===== src/hw/safety_load_pkg.sv =====
package safety_load_pkg;
    // Register byte offsets
    localparam logic [7:0] A_CTRL = 8'h00;
    localparam logic [7:0] A_OBJ_DATA = 8'h04;
    localparam logic [7:0] A_OBJ_CMD = 8'h08;
    localparam logic [7:0] A_STATE = 8'h0C;
    localparam logic [7:0] A_STAT = 8'h10;
    localparam logic [7:0] A_IEN = 8'h14;
    localparam logic [7:0] A_ICLR = 8'h18;
    localparam logic [7:0] A_PW_KEY = 8'h1C;
    localparam logic [7:0] A_SAFE_ADDR = 8'h20;
    localparam logic [7:0] A_LOG_NAME = 8'h24;
    localparam logic [7:0] A_LOG_TIME = 8'h28;
    localparam logic [7:0] A_LOG_CNT = 8'h2C;
    // Control event bits
    localparam int C_FILE_OK = 0;
    localparam int C_FILE_BAD = 1;
    localparam int C_FS_OK = 2;
    localparam int C_FS_BAD = 3;
    localparam int C_FS_RST = 4;
    localparam int C_CLEAR = 5;
    // Status / interrupt bits
    localparam int NIRQ = 4;
    localparam int S_FILE_ERR = 0;
    localparam int S_ABORT = 1;
    localparam int S_VALID = 2;
    localparam int S_FS_OK = 3;
    // Monitor state codes as seen by the master
    localparam logic [3:0] CODE_CFG = 4'h3;
    localparam logic [3:0] CODE_VAL = 4'h5;
    localparam logic [3:0] CODE_RUN = 4'h6;
    // Object dictionary
    localparam logic [15:0] OD_VALIDATE = 16'h37C0;
    localparam logic [15:0] OD_STATE = 16'h37C1;
    localparam logic [7:0] SUB_STATE = 8'h00;
    localparam logic [7:0] SUB_NAME = 8'h01;
    localparam logic [7:0] SUB_TIME = 8'h02;
    localparam logic [7:0] SUB_ADDR = 8'h03;
    localparam logic [7:0] SUB_PW = 8'h04;
    // Object string lengths in characters
    localparam logic [7:0] NAME_MIN = 8'h01;
    localparam logic [7:0] NAME_MAX = 8'h08;
    localparam logic [7:0] TIME_LEN = 8'h14;
    localparam logic [7:0] PW_MIN = 8'h08;
    localparam logic [7:0] PW_MAX = 8'h19;
    // Reset values
    localparam logic [31:0] PW_KEY_RST = 32'h0000_0000;
    localparam logic [31:0] SAFE_ADDR_RST = 32'h0000_0001;
    typedef enum logic [1:0] {CFG_REQ, VAL_REQ, RUN} mon_t;
endpackage


===== src/hw/safety_param_load_validate.sv =====
`timescale 1ns/1ps
// Function
// - Bad package flags error, stay state 3
// - Good package moves state 3 to 5
// - Monitor state readable in register 0x0C; writes to object 0x37C1 abort
// - Object writes validate, only in state 5
// - Name 1 to 8 chars, logged
// - Timestamp 20 chars UTC, logged
// - Password 8 to 25 chars authorises
// - Success enters state 6, activates config
// - Failure aborts, stays state 5, inactive
// - File-loaded config stored persistently
// - Fail-safe validation from 3 to 6
// - Fail-safe config lost on reboot or reset
module safety_param_load_validate (
    input wire logic CLOCK,
    input wire logic RST,
    input wire logic PSEL,
    input wire logic PENABLE,
    input wire logic PWRITE,
    input wire logic [7:0] PADDR,
    input wire logic [31:0] PWDATA,
    output logic [31:0] PRDATA,
    output logic PREADY,
    output logic PSLVERR,
    input wire logic NVM_VALID,
    output logic NVM_STORE,
    output logic NVM_ERASE,
    output logic CONFIG_ACTIVE,
    output logic CONFIG_PERSIST,
    output logic [3:0] STATE_CODE,
    output logic IRQ
);

    // Inclusive length window check, used for the name and password objects
    function automatic logic len_ok(input logic [7:0] len, input logic [7:0] lo,
                                    input logic [7:0] hi);
        len_ok = (len >= lo) && (len <= hi);
    endfunction

    safety_load_pkg::mon_t mon, next_mon; // Monitor state
    logic persist, next_persist; // Active config is stored
    logic [1:0] step, next_step; // Objects accepted so far
    logic addr_ok, next_addr_ok; // Safety address matched
    logic [31:0] obj_data, next_obj_data; // Staged object value
    logic [31:0] pw_key, next_pw_key; // Password digest
    logic [31:0] safe_addr, next_safe_addr; // Own safety address
    logic [31:0] pend_name, next_pend_name; // Name awaiting log
    logic [31:0] pend_time, next_pend_time; // Time awaiting log
    logic [31:0] log_name, next_log_name; // Last logged name
    logic [31:0] log_time, next_log_time; // Last logged time
    logic [7:0] log_cnt, next_log_cnt; // Successful validations
    logic [safety_load_pkg::NIRQ-1:0] stat, next_stat; // Sticky events
    logic [safety_load_pkg::NIRQ-1:0] ien, next_ien; // Interrupt enables
    logic boot, next_boot; // First cycle after reset
    logic nvm_store, next_nvm_store;
    logic nvm_erase, next_nvm_erase;
    logic [31:0] rdata, next_rdata;
    logic nvm_meta, nvm_sync; // Pin synchroniser
    // Combinational helpers
    logic wr, obj_wr, abort, success;
    logic [5:0] ctl;
    logic [safety_load_pkg::NIRQ-1:0] set_ev, clr_ev;
    logic [15:0] idx;
    logic [7:0] len, sub;

    // Decoded fields of the object command word, write strobes and control events
    assign idx = PWDATA[31:16];
    assign len = PWDATA[15:8];
    assign sub = PWDATA[7:0];
    assign wr = PSEL && PENABLE && PWRITE;
    assign obj_wr = wr && (PADDR == safety_load_pkg::A_OBJ_CMD);
    assign ctl = (wr && (PADDR == safety_load_pkg::A_CTRL)) ? PWDATA[5:0] : 6'h00;

    // Object write decision; an abort is answered with PSLVERR
    always_comb begin
        abort = 1'b0;
        success = 1'b0;
        if (obj_wr) begin
            if (idx == safety_load_pkg::OD_STATE) begin
                abort = 1'b1; // State object is read only
            end else if (idx != safety_load_pkg::OD_VALIDATE) begin
                abort = 1'b1; // Unknown object
            end else if (mon != safety_load_pkg::VAL_REQ) begin
                abort = 1'b1;
            end else if (sub != {6'h00, step} + 8'h01) begin
                abort = 1'b1;
            end else begin
                unique case (sub)
                    safety_load_pkg::SUB_NAME:
                        abort = !len_ok(len, safety_load_pkg::NAME_MIN,
                                        safety_load_pkg::NAME_MAX);
                    safety_load_pkg::SUB_TIME:
                        abort = (len != safety_load_pkg::TIME_LEN);
                    safety_load_pkg::SUB_ADDR:
                        abort = (obj_data != safe_addr);
                    default: begin
                        // Password closes the sequence
                        success = len_ok(len, safety_load_pkg::PW_MIN,
                                         safety_load_pkg::PW_MAX)
                                  && (obj_data == pw_key) && addr_ok;
                        abort = !success;
                    end
                endcase
            end
        end
    end

    // Next values of all state except the pin synchroniser
    always_comb begin
        next_mon = mon;
        next_persist = persist;
        next_step = step;
        next_addr_ok = addr_ok;
        next_obj_data = obj_data;
        next_pw_key = pw_key;
        next_safe_addr = safe_addr;
        next_pend_name = pend_name;
        next_pend_time = pend_time;
        next_log_name = log_name;
        next_log_time = log_time;
        next_log_cnt = log_cnt;
        next_ien = ien;
        next_boot = 1'b0;
        next_nvm_store = 1'b0;
        next_nvm_erase = 1'b0;
        set_ev = '0;
        clr_ev = '0;
        next_rdata = 32'h0000_0000;
        // Reboot restores only a stored config
        if (boot && nvm_sync) begin
            next_mon = safety_load_pkg::RUN;
            next_persist = 1'b1;
        end
        // Plain register writes
        if (wr) begin
            unique case (PADDR)
                safety_load_pkg::A_OBJ_DATA: next_obj_data = PWDATA;
                safety_load_pkg::A_IEN: next_ien = PWDATA[safety_load_pkg::NIRQ-1:0];
                safety_load_pkg::A_ICLR: clr_ev = PWDATA[safety_load_pkg::NIRQ-1:0];
                safety_load_pkg::A_PW_KEY: next_pw_key = PWDATA;
                safety_load_pkg::A_SAFE_ADDR: next_safe_addr = PWDATA;
                default: ;
            endcase
        end
        // Package transfer result, accepted only while unconfigured
        if (mon == safety_load_pkg::CFG_REQ) begin
            if (ctl[safety_load_pkg::C_FILE_BAD]) begin
                set_ev[safety_load_pkg::S_FILE_ERR] = 1'b1;
            end else if (ctl[safety_load_pkg::C_FILE_OK]) begin
                next_mon = safety_load_pkg::VAL_REQ;
                next_step = 2'h0;
                next_addr_ok = 1'b0;
            end else if (ctl[safety_load_pkg::C_FS_OK]) begin
                next_mon = safety_load_pkg::RUN;
                next_persist = 1'b0;
                set_ev[safety_load_pkg::S_FS_OK] = 1'b1;
            end
        end
        // Object sequence progress
        if (obj_wr && abort) begin
            set_ev[safety_load_pkg::S_ABORT] = 1'b1;
            next_step = 2'h0; // A failed write restarts the sequence
            next_addr_ok = 1'b0;
        end else if (obj_wr) begin
            next_step = step + 2'h1;
            if (sub == safety_load_pkg::SUB_NAME) begin
                next_pend_name = obj_data;
            end
            if (sub == safety_load_pkg::SUB_TIME) begin
                next_pend_time = obj_data;
            end
            if (sub == safety_load_pkg::SUB_ADDR) begin
                next_addr_ok = 1'b1;
            end
        end
        if (success) begin
            next_mon = safety_load_pkg::RUN;
            next_persist = 1'b1;
            next_nvm_store = 1'b1;
            next_log_name = pend_name;
            next_log_time = pend_time;
            next_log_cnt = log_cnt + 8'h01;
            set_ev[safety_load_pkg::S_VALID] = 1'b1;
        end
        // Fail-safe connection reset drops a volatile config
        if (ctl[safety_load_pkg::C_FS_RST] && !persist) begin
            next_mon = safety_load_pkg::CFG_REQ;
        end
        // Clearing the stored config wins over every other monitor state change
        if (ctl[safety_load_pkg::C_CLEAR]) begin
            next_mon = safety_load_pkg::CFG_REQ;
            next_persist = 1'b0;
            next_nvm_erase = 1'b1;
        end
        // Read data sampled in the setup phase
        if (PSEL && !PENABLE && !PWRITE) begin
            unique case (PADDR)
                safety_load_pkg::A_OBJ_DATA: next_rdata = obj_data;
                safety_load_pkg::A_STATE: next_rdata = {28'h0000000, STATE_CODE};
                safety_load_pkg::A_STAT: next_rdata = {28'h0000000, stat};
                safety_load_pkg::A_IEN: next_rdata = {28'h0000000, ien};
                safety_load_pkg::A_PW_KEY: next_rdata = pw_key;
                safety_load_pkg::A_SAFE_ADDR: next_rdata = safe_addr;
                safety_load_pkg::A_LOG_NAME: next_rdata = log_name;
                safety_load_pkg::A_LOG_TIME: next_rdata = log_time;
                safety_load_pkg::A_LOG_CNT: next_rdata = {24'h000000, log_cnt};
                default: next_rdata = 32'h0000_0000;
            endcase
        end
        // Set wins over a clear in the same cycle
        next_stat = (stat & ~clr_ev) | set_ev;
    end

    // Register stage
    always_ff @(posedge CLOCK) begin
        if (RST) begin
            mon <= safety_load_pkg::CFG_REQ;
            persist <= 1'b0;
            step <= 2'h0;
            addr_ok <= 1'b0;
            obj_data <= 32'h0000_0000;
            pw_key <= safety_load_pkg::PW_KEY_RST;
            safe_addr <= safety_load_pkg::SAFE_ADDR_RST;
            pend_name <= 32'h0000_0000;
            pend_time <= 32'h0000_0000;
            log_name <= 32'h0000_0000;
            log_time <= 32'h0000_0000;
            log_cnt <= 8'h00;
            stat <= '0;
            ien <= '0;
            boot <= 1'b1;
            nvm_store <= 1'b0;
            nvm_erase <= 1'b0;
            rdata <= 32'h0000_0000;
        end else begin
            mon <= next_mon;
            persist <= next_persist;
            step <= next_step;
            addr_ok <= next_addr_ok;
            obj_data <= next_obj_data;
            pw_key <= next_pw_key;
            safe_addr <= next_safe_addr;
            pend_name <= next_pend_name;
            pend_time <= next_pend_time;
            log_name <= next_log_name;
            log_time <= next_log_time;
            log_cnt <= next_log_cnt;
            stat <= next_stat;
            ien <= next_ien;
            boot <= next_boot;
            nvm_store <= next_nvm_store;
            nvm_erase <= next_nvm_erase;
            rdata <= next_rdata;
        end
    end

    // Store-valid pin synchroniser, free running so it is settled at release
    always_ff @(posedge CLOCK) begin
        nvm_meta <= NVM_VALID;
        nvm_sync <= nvm_meta;
    end

    // Outputs
    assign PREADY = 1'b1; // Zero wait states
    assign PSLVERR = obj_wr && abort; // Abort answer
    assign PRDATA = rdata;
    assign NVM_STORE = nvm_store;
    assign NVM_ERASE = nvm_erase;
    assign CONFIG_ACTIVE = (mon == safety_load_pkg::RUN);
    assign CONFIG_PERSIST = persist;
    assign STATE_CODE = (mon == safety_load_pkg::RUN) ? safety_load_pkg::CODE_RUN :
                        (mon == safety_load_pkg::VAL_REQ) ? safety_load_pkg::CODE_VAL :
                        safety_load_pkg::CODE_CFG;
    assign IRQ = |(stat & ien);
endmodule // safety_param_load_validate


===== config.mk =====
export PLATFORM = sky130hd
export DESIGN_NAME = safety_param_load_validate
export DESIGN_NICKNAME = d
export VERILOG_FILES = /design/src/hw/safety_load_pkg.sv /design/src/hw/safety_param_load_validate.sv
export SDC_FILE = /design/constraint.sdc
export NUM_CORES = 1
export LEC_CHECK = 0
export BUFFER_PORTS_ARGS = -buffer_cell sky130_fd_sc_hd__buf_4
export CORE_ASPECT_RATIO = 1.25
export CORE_MARGIN = 5
export CORE_UTILIZATION = 50
export DETAILED_ROUTE_END_ITERATION = 16
export HOLD_SLACK_MARGIN = 0.02
export PLACE_DENSITY_LB_ADDON = 0.05
export SYNTH_ARGS = -nofsm -noshare
export SYNTH_HDL_FRONTEND = slang
export SYNTH_SLANG_ARGS = --single-unit

===== constraint.sdc =====
create_clock -name CLOCK -period 2.7 [get_ports CLOCK]
set_input_delay 0.135 -clock CLOCK [delete_from_list [all_inputs] [get_ports CLOCK]]
set_output_delay 0.135 -clock CLOCK [all_outputs]
set_load 0.02 [all_outputs]

==> impl_metrics.env <==
export IMPL_worstPathRequired_ns=2.57
export IMPL_io_pins=89
export IMPL_syn_avg_cell_area_sq_um=8.49
export IMPL_place_gp_congestion=0.921
export IMPL_drt_total_wl_um=39200
export IMPL_final_hold_violation_count=0
export IMPL_via_count=10823
export IMPL_fin_worst_skew_ns=0.0127
export IMPL_startpoint_type="flip-flop"
export IMPL_wl_per_cell_um=20.8
export IMPL_grt_total_usage=0.278
export IMPL_synth_seq_cells=283
export IMPL_cts_made_buffers=29
export IMPL_core_area_sq_mm=0.0238
export IMPL_grt_pass1_wl_um=60000
export IMPL_tightestPinTransition_ns=0.724
export IMPL_drt_vias_per_instance=5.73
export IMPL_grt_max_degree=151
export IMPL_n_antenna_cell=0
export IMPL_slew_limit_headroom=0.513
export IMPL_setup_ws_ns=0.0379
export IMPL_cts_buffer_depth=3
export IMPL_yosys_area_top_type="dfxtp_1"
export IMPL_drtPass1Iterations=7
export IMPL_synth_edf_count=0
export IMPL_vdd_drop_max_v=0.000465
export IMPL_netlist_instances=1428
export IMPL_port_buffers=86
export IMPL_period_share=0.986
export IMPL_drc_errors=0
export IMPL_cts_max_level=1
export IMPL_antenna_found_initial=0
export IMPL_crit_arrival_ns=2.53
export IMPL_grt_pass1_vias=10536
export IMPL_netlist_area_sq_mm=0.0121
export IMPL_synth_area_leaders="dfxtp_1, nand2_1, a21oi_1"
export IMPL_ant_nets=0
export IMPL_cts_num_sinks=283
export IMPL_dp_slack_ns=0.0160
export IMPL_critPathMaxFanout=5
export IMPL_clk_transition_reported_paths_ns=0.06
export IMPL_drv_cap=0
export IMPL_clockRootBuffer="clkbuf_16"
export IMPL_initial_utilization=0.509
export IMPL_dieHeight_um=184
export IMPL_synth_flop_cell="dfxtp_1"
export IMPL_gr_total_overflow=0
export IMPL_async_reset_ff_frac=0
export IMPL_die_x_um=149
export IMPL_rsz0062_at_grt="yes"
export IMPL_placed_cells=1794
export IMPL_synth_cell_type_count=61
export IMPL_fin_crit_ns=2.66
export IMPL_yosysTopAreaCellShare=0.467
export IMPL_yosys_warnings=0
export IMPL_die_area_sq_mm=0.0275
export IMPL_path_class="reg -> out"
export IMPL_power_leakage_nw=5.80
export IMPL_hpwl_um=24400
export IMPL_drtIter0Drc=1042
export IMPL_outcome="finished, final reports clean"
export IMPL_hold_class="in -> reg"
export IMPL_fin_nets=1595
export IMPL_insertion_delay_ns=0.54
export IMPL_fmaxAchievable_mhz=376
export IMPL_power_density_mw_per_mm2=574
export IMPL_area_growth_pct=22.2
export IMPL_cts_tree="yes"
export IMPL_rows=63
export IMPL_holdWs_ns=0.0754
export IMPL_synth_nets=1480
export IMPL_final_cells=1888
export IMPL_setup_viol=0
export IMPL_final_max_slew_viol_count=0
export IMPL_drive_gt1_frac=0.175
export IMPL_ys_seq_area_frac=0.467
export IMPL_end_kind="output port"
==> through the flow <==
stage | instance area [sq um] | utilization | TNS (ns) | power (mW)
detailed placement | 13300 | 0.557 | 0 | 4.53
finish | 14800 | 0.622 | 0 | 8.49
floorplan | 12100 | - | 0 | 4.39
global route | 14800 | 0.622 | -0.0472 | 8.72
global placement | 13300 | 0.557 | 0 | 4.53
CTS | 14600 | 0.615 | 0 | 8.55
==> worst max-delay path, cell delays in order, from the launching register on <==
cell      delay (ns)
dfxtp_1         0.38
buf_4           0.17
xor2_1          0.44
nor4_1          0.14
nand4_1         0.12
o21ai_1         0.09
a211oi_2        0.42
buf_4           0.23
==> synthesized netlist by cell type, types with 9 or more instances <==
cell type  number
nand2_1       352
nor3_1         10
xnor2_1        24
a22oi_1        42
a222oi_1       26
a31oi_1        10
xnor2_2         9
dfxtp_1       283
o21ai_0         9
or3_1           9
mux2i_1        65
a21oi_1       196
buf_2          23
nor2_1         83
nand3_1        17
nand4_1        21
clkbuf_1       95
inv_1           9
xor2_1         34
nor4_1         16
or4_1           9
==> logic make-up after synthesis <==
| logic type | count (synthesis) | share of synthesized area |
|---|---|---|
| AND/OR/NAND/NOR | 553 | 0.200 |
| AO/OA/AOI/OAI | 304 | 0.151 |
| flip-flops | 283 | 0.467 |
| buffers and inverters | 144 | 0.0613 |
| XOR/XNOR | 69 | 0.0576 |
| multiplexers | 67 | 0.0555 |
| adder cells (fa/ha/maj) | 6 | 0.00619 |
| other | 2 | 0.000620 |
==> routing by layer <==
layer | vias up | global-route usage | wire (um)
li1 | 5123 | - | -
met1 | 5190 | 0.358 | 16000
met2 | 409 | 0.475 | 18900
met3 | 101 | 0.0380 | 2820
met4 | 0 | 0.107 | 1550
met5 | - | 0 | 0
==> state kept, by name, summed over array words and instances, names as in the netlist, 2 cells and up <==
register and count:
PRDATA 32, ien 4, log_cnt 8, log_name 32, log_time 32, mon 2, obj_data 32, pend_name 32
pend_time 32, pw_key 32, safe_addr 32, stat 4, step 2
==> final timing paths <==
path                                               start                 endpoint  slack, ns  depth (start not counted)
worst min register to register          nvm_meta$_DFF_P_         nvm_sync$_DFF_P_       0.33                          0
worst max register to register   pw_key[22]$_SDFFE_PP0P_  log_cnt[3]$_SDFFE_PP0P_       0.07                          8
worst min-delay path                           PWDATA[0]   pw_key[0]$_SDFFE_PP0P_       0.08                          4
worst max-delay path            obj_data[6]$_SDFFE_PP0P_                  PSLVERR       0.04                          7
==> cell usage in the layout (no fill, tap or decap), drive strengths merged, types with 11 or more instances in the layout <==
cell type    synthesis  routed
a21oi              196     196
a222oi              26      26
a22oi               42      42
buf                 38     182
clkbuf              97      43
dfxtp              283     283
dlygate4sd3          0      36
mux2i               65      65
nand2              352     352
nand3               17      17
nand4               21      21
nor2                84      84
nor3                12      12
nor4                17      17
o21ai               11      11
or4                 11      11
xnor2               34      34
xor2                35      35
==> cell type report <==
class	instances	area (sq um)
clock buffer	42	845
clock inverter	9	101
fill	2169	9000
inverter	9	33.8
multi-input combinational	1001	5870
sequential	283	5670
tap	325	407
timing repair buffer	219	1880
==> repair_timing <==
item / CTS / global route
gates cloned: 0 / 1
endpoints found under the setup margin: 1 / 47
endpoints found under the hold margin: 126 / 0
hold buffers: 36 / 0
buffers inserted: 0 / 6
pin swaps: 3 / 7
resized for setup: 10 / 18
==> report_power, final <==
group	leakage (nW)	total, mW	internal, mW	switching [mW]
Clock	0.467	4.00	2.35	1.65
Sequential	2.28	4.18	4.18	0.00264
Combinational	3.06	0.307	0.121	0.186
Total	5.80	8.49	6.65	1.84
Note: power is estimated with default switching activity, not from simulation.
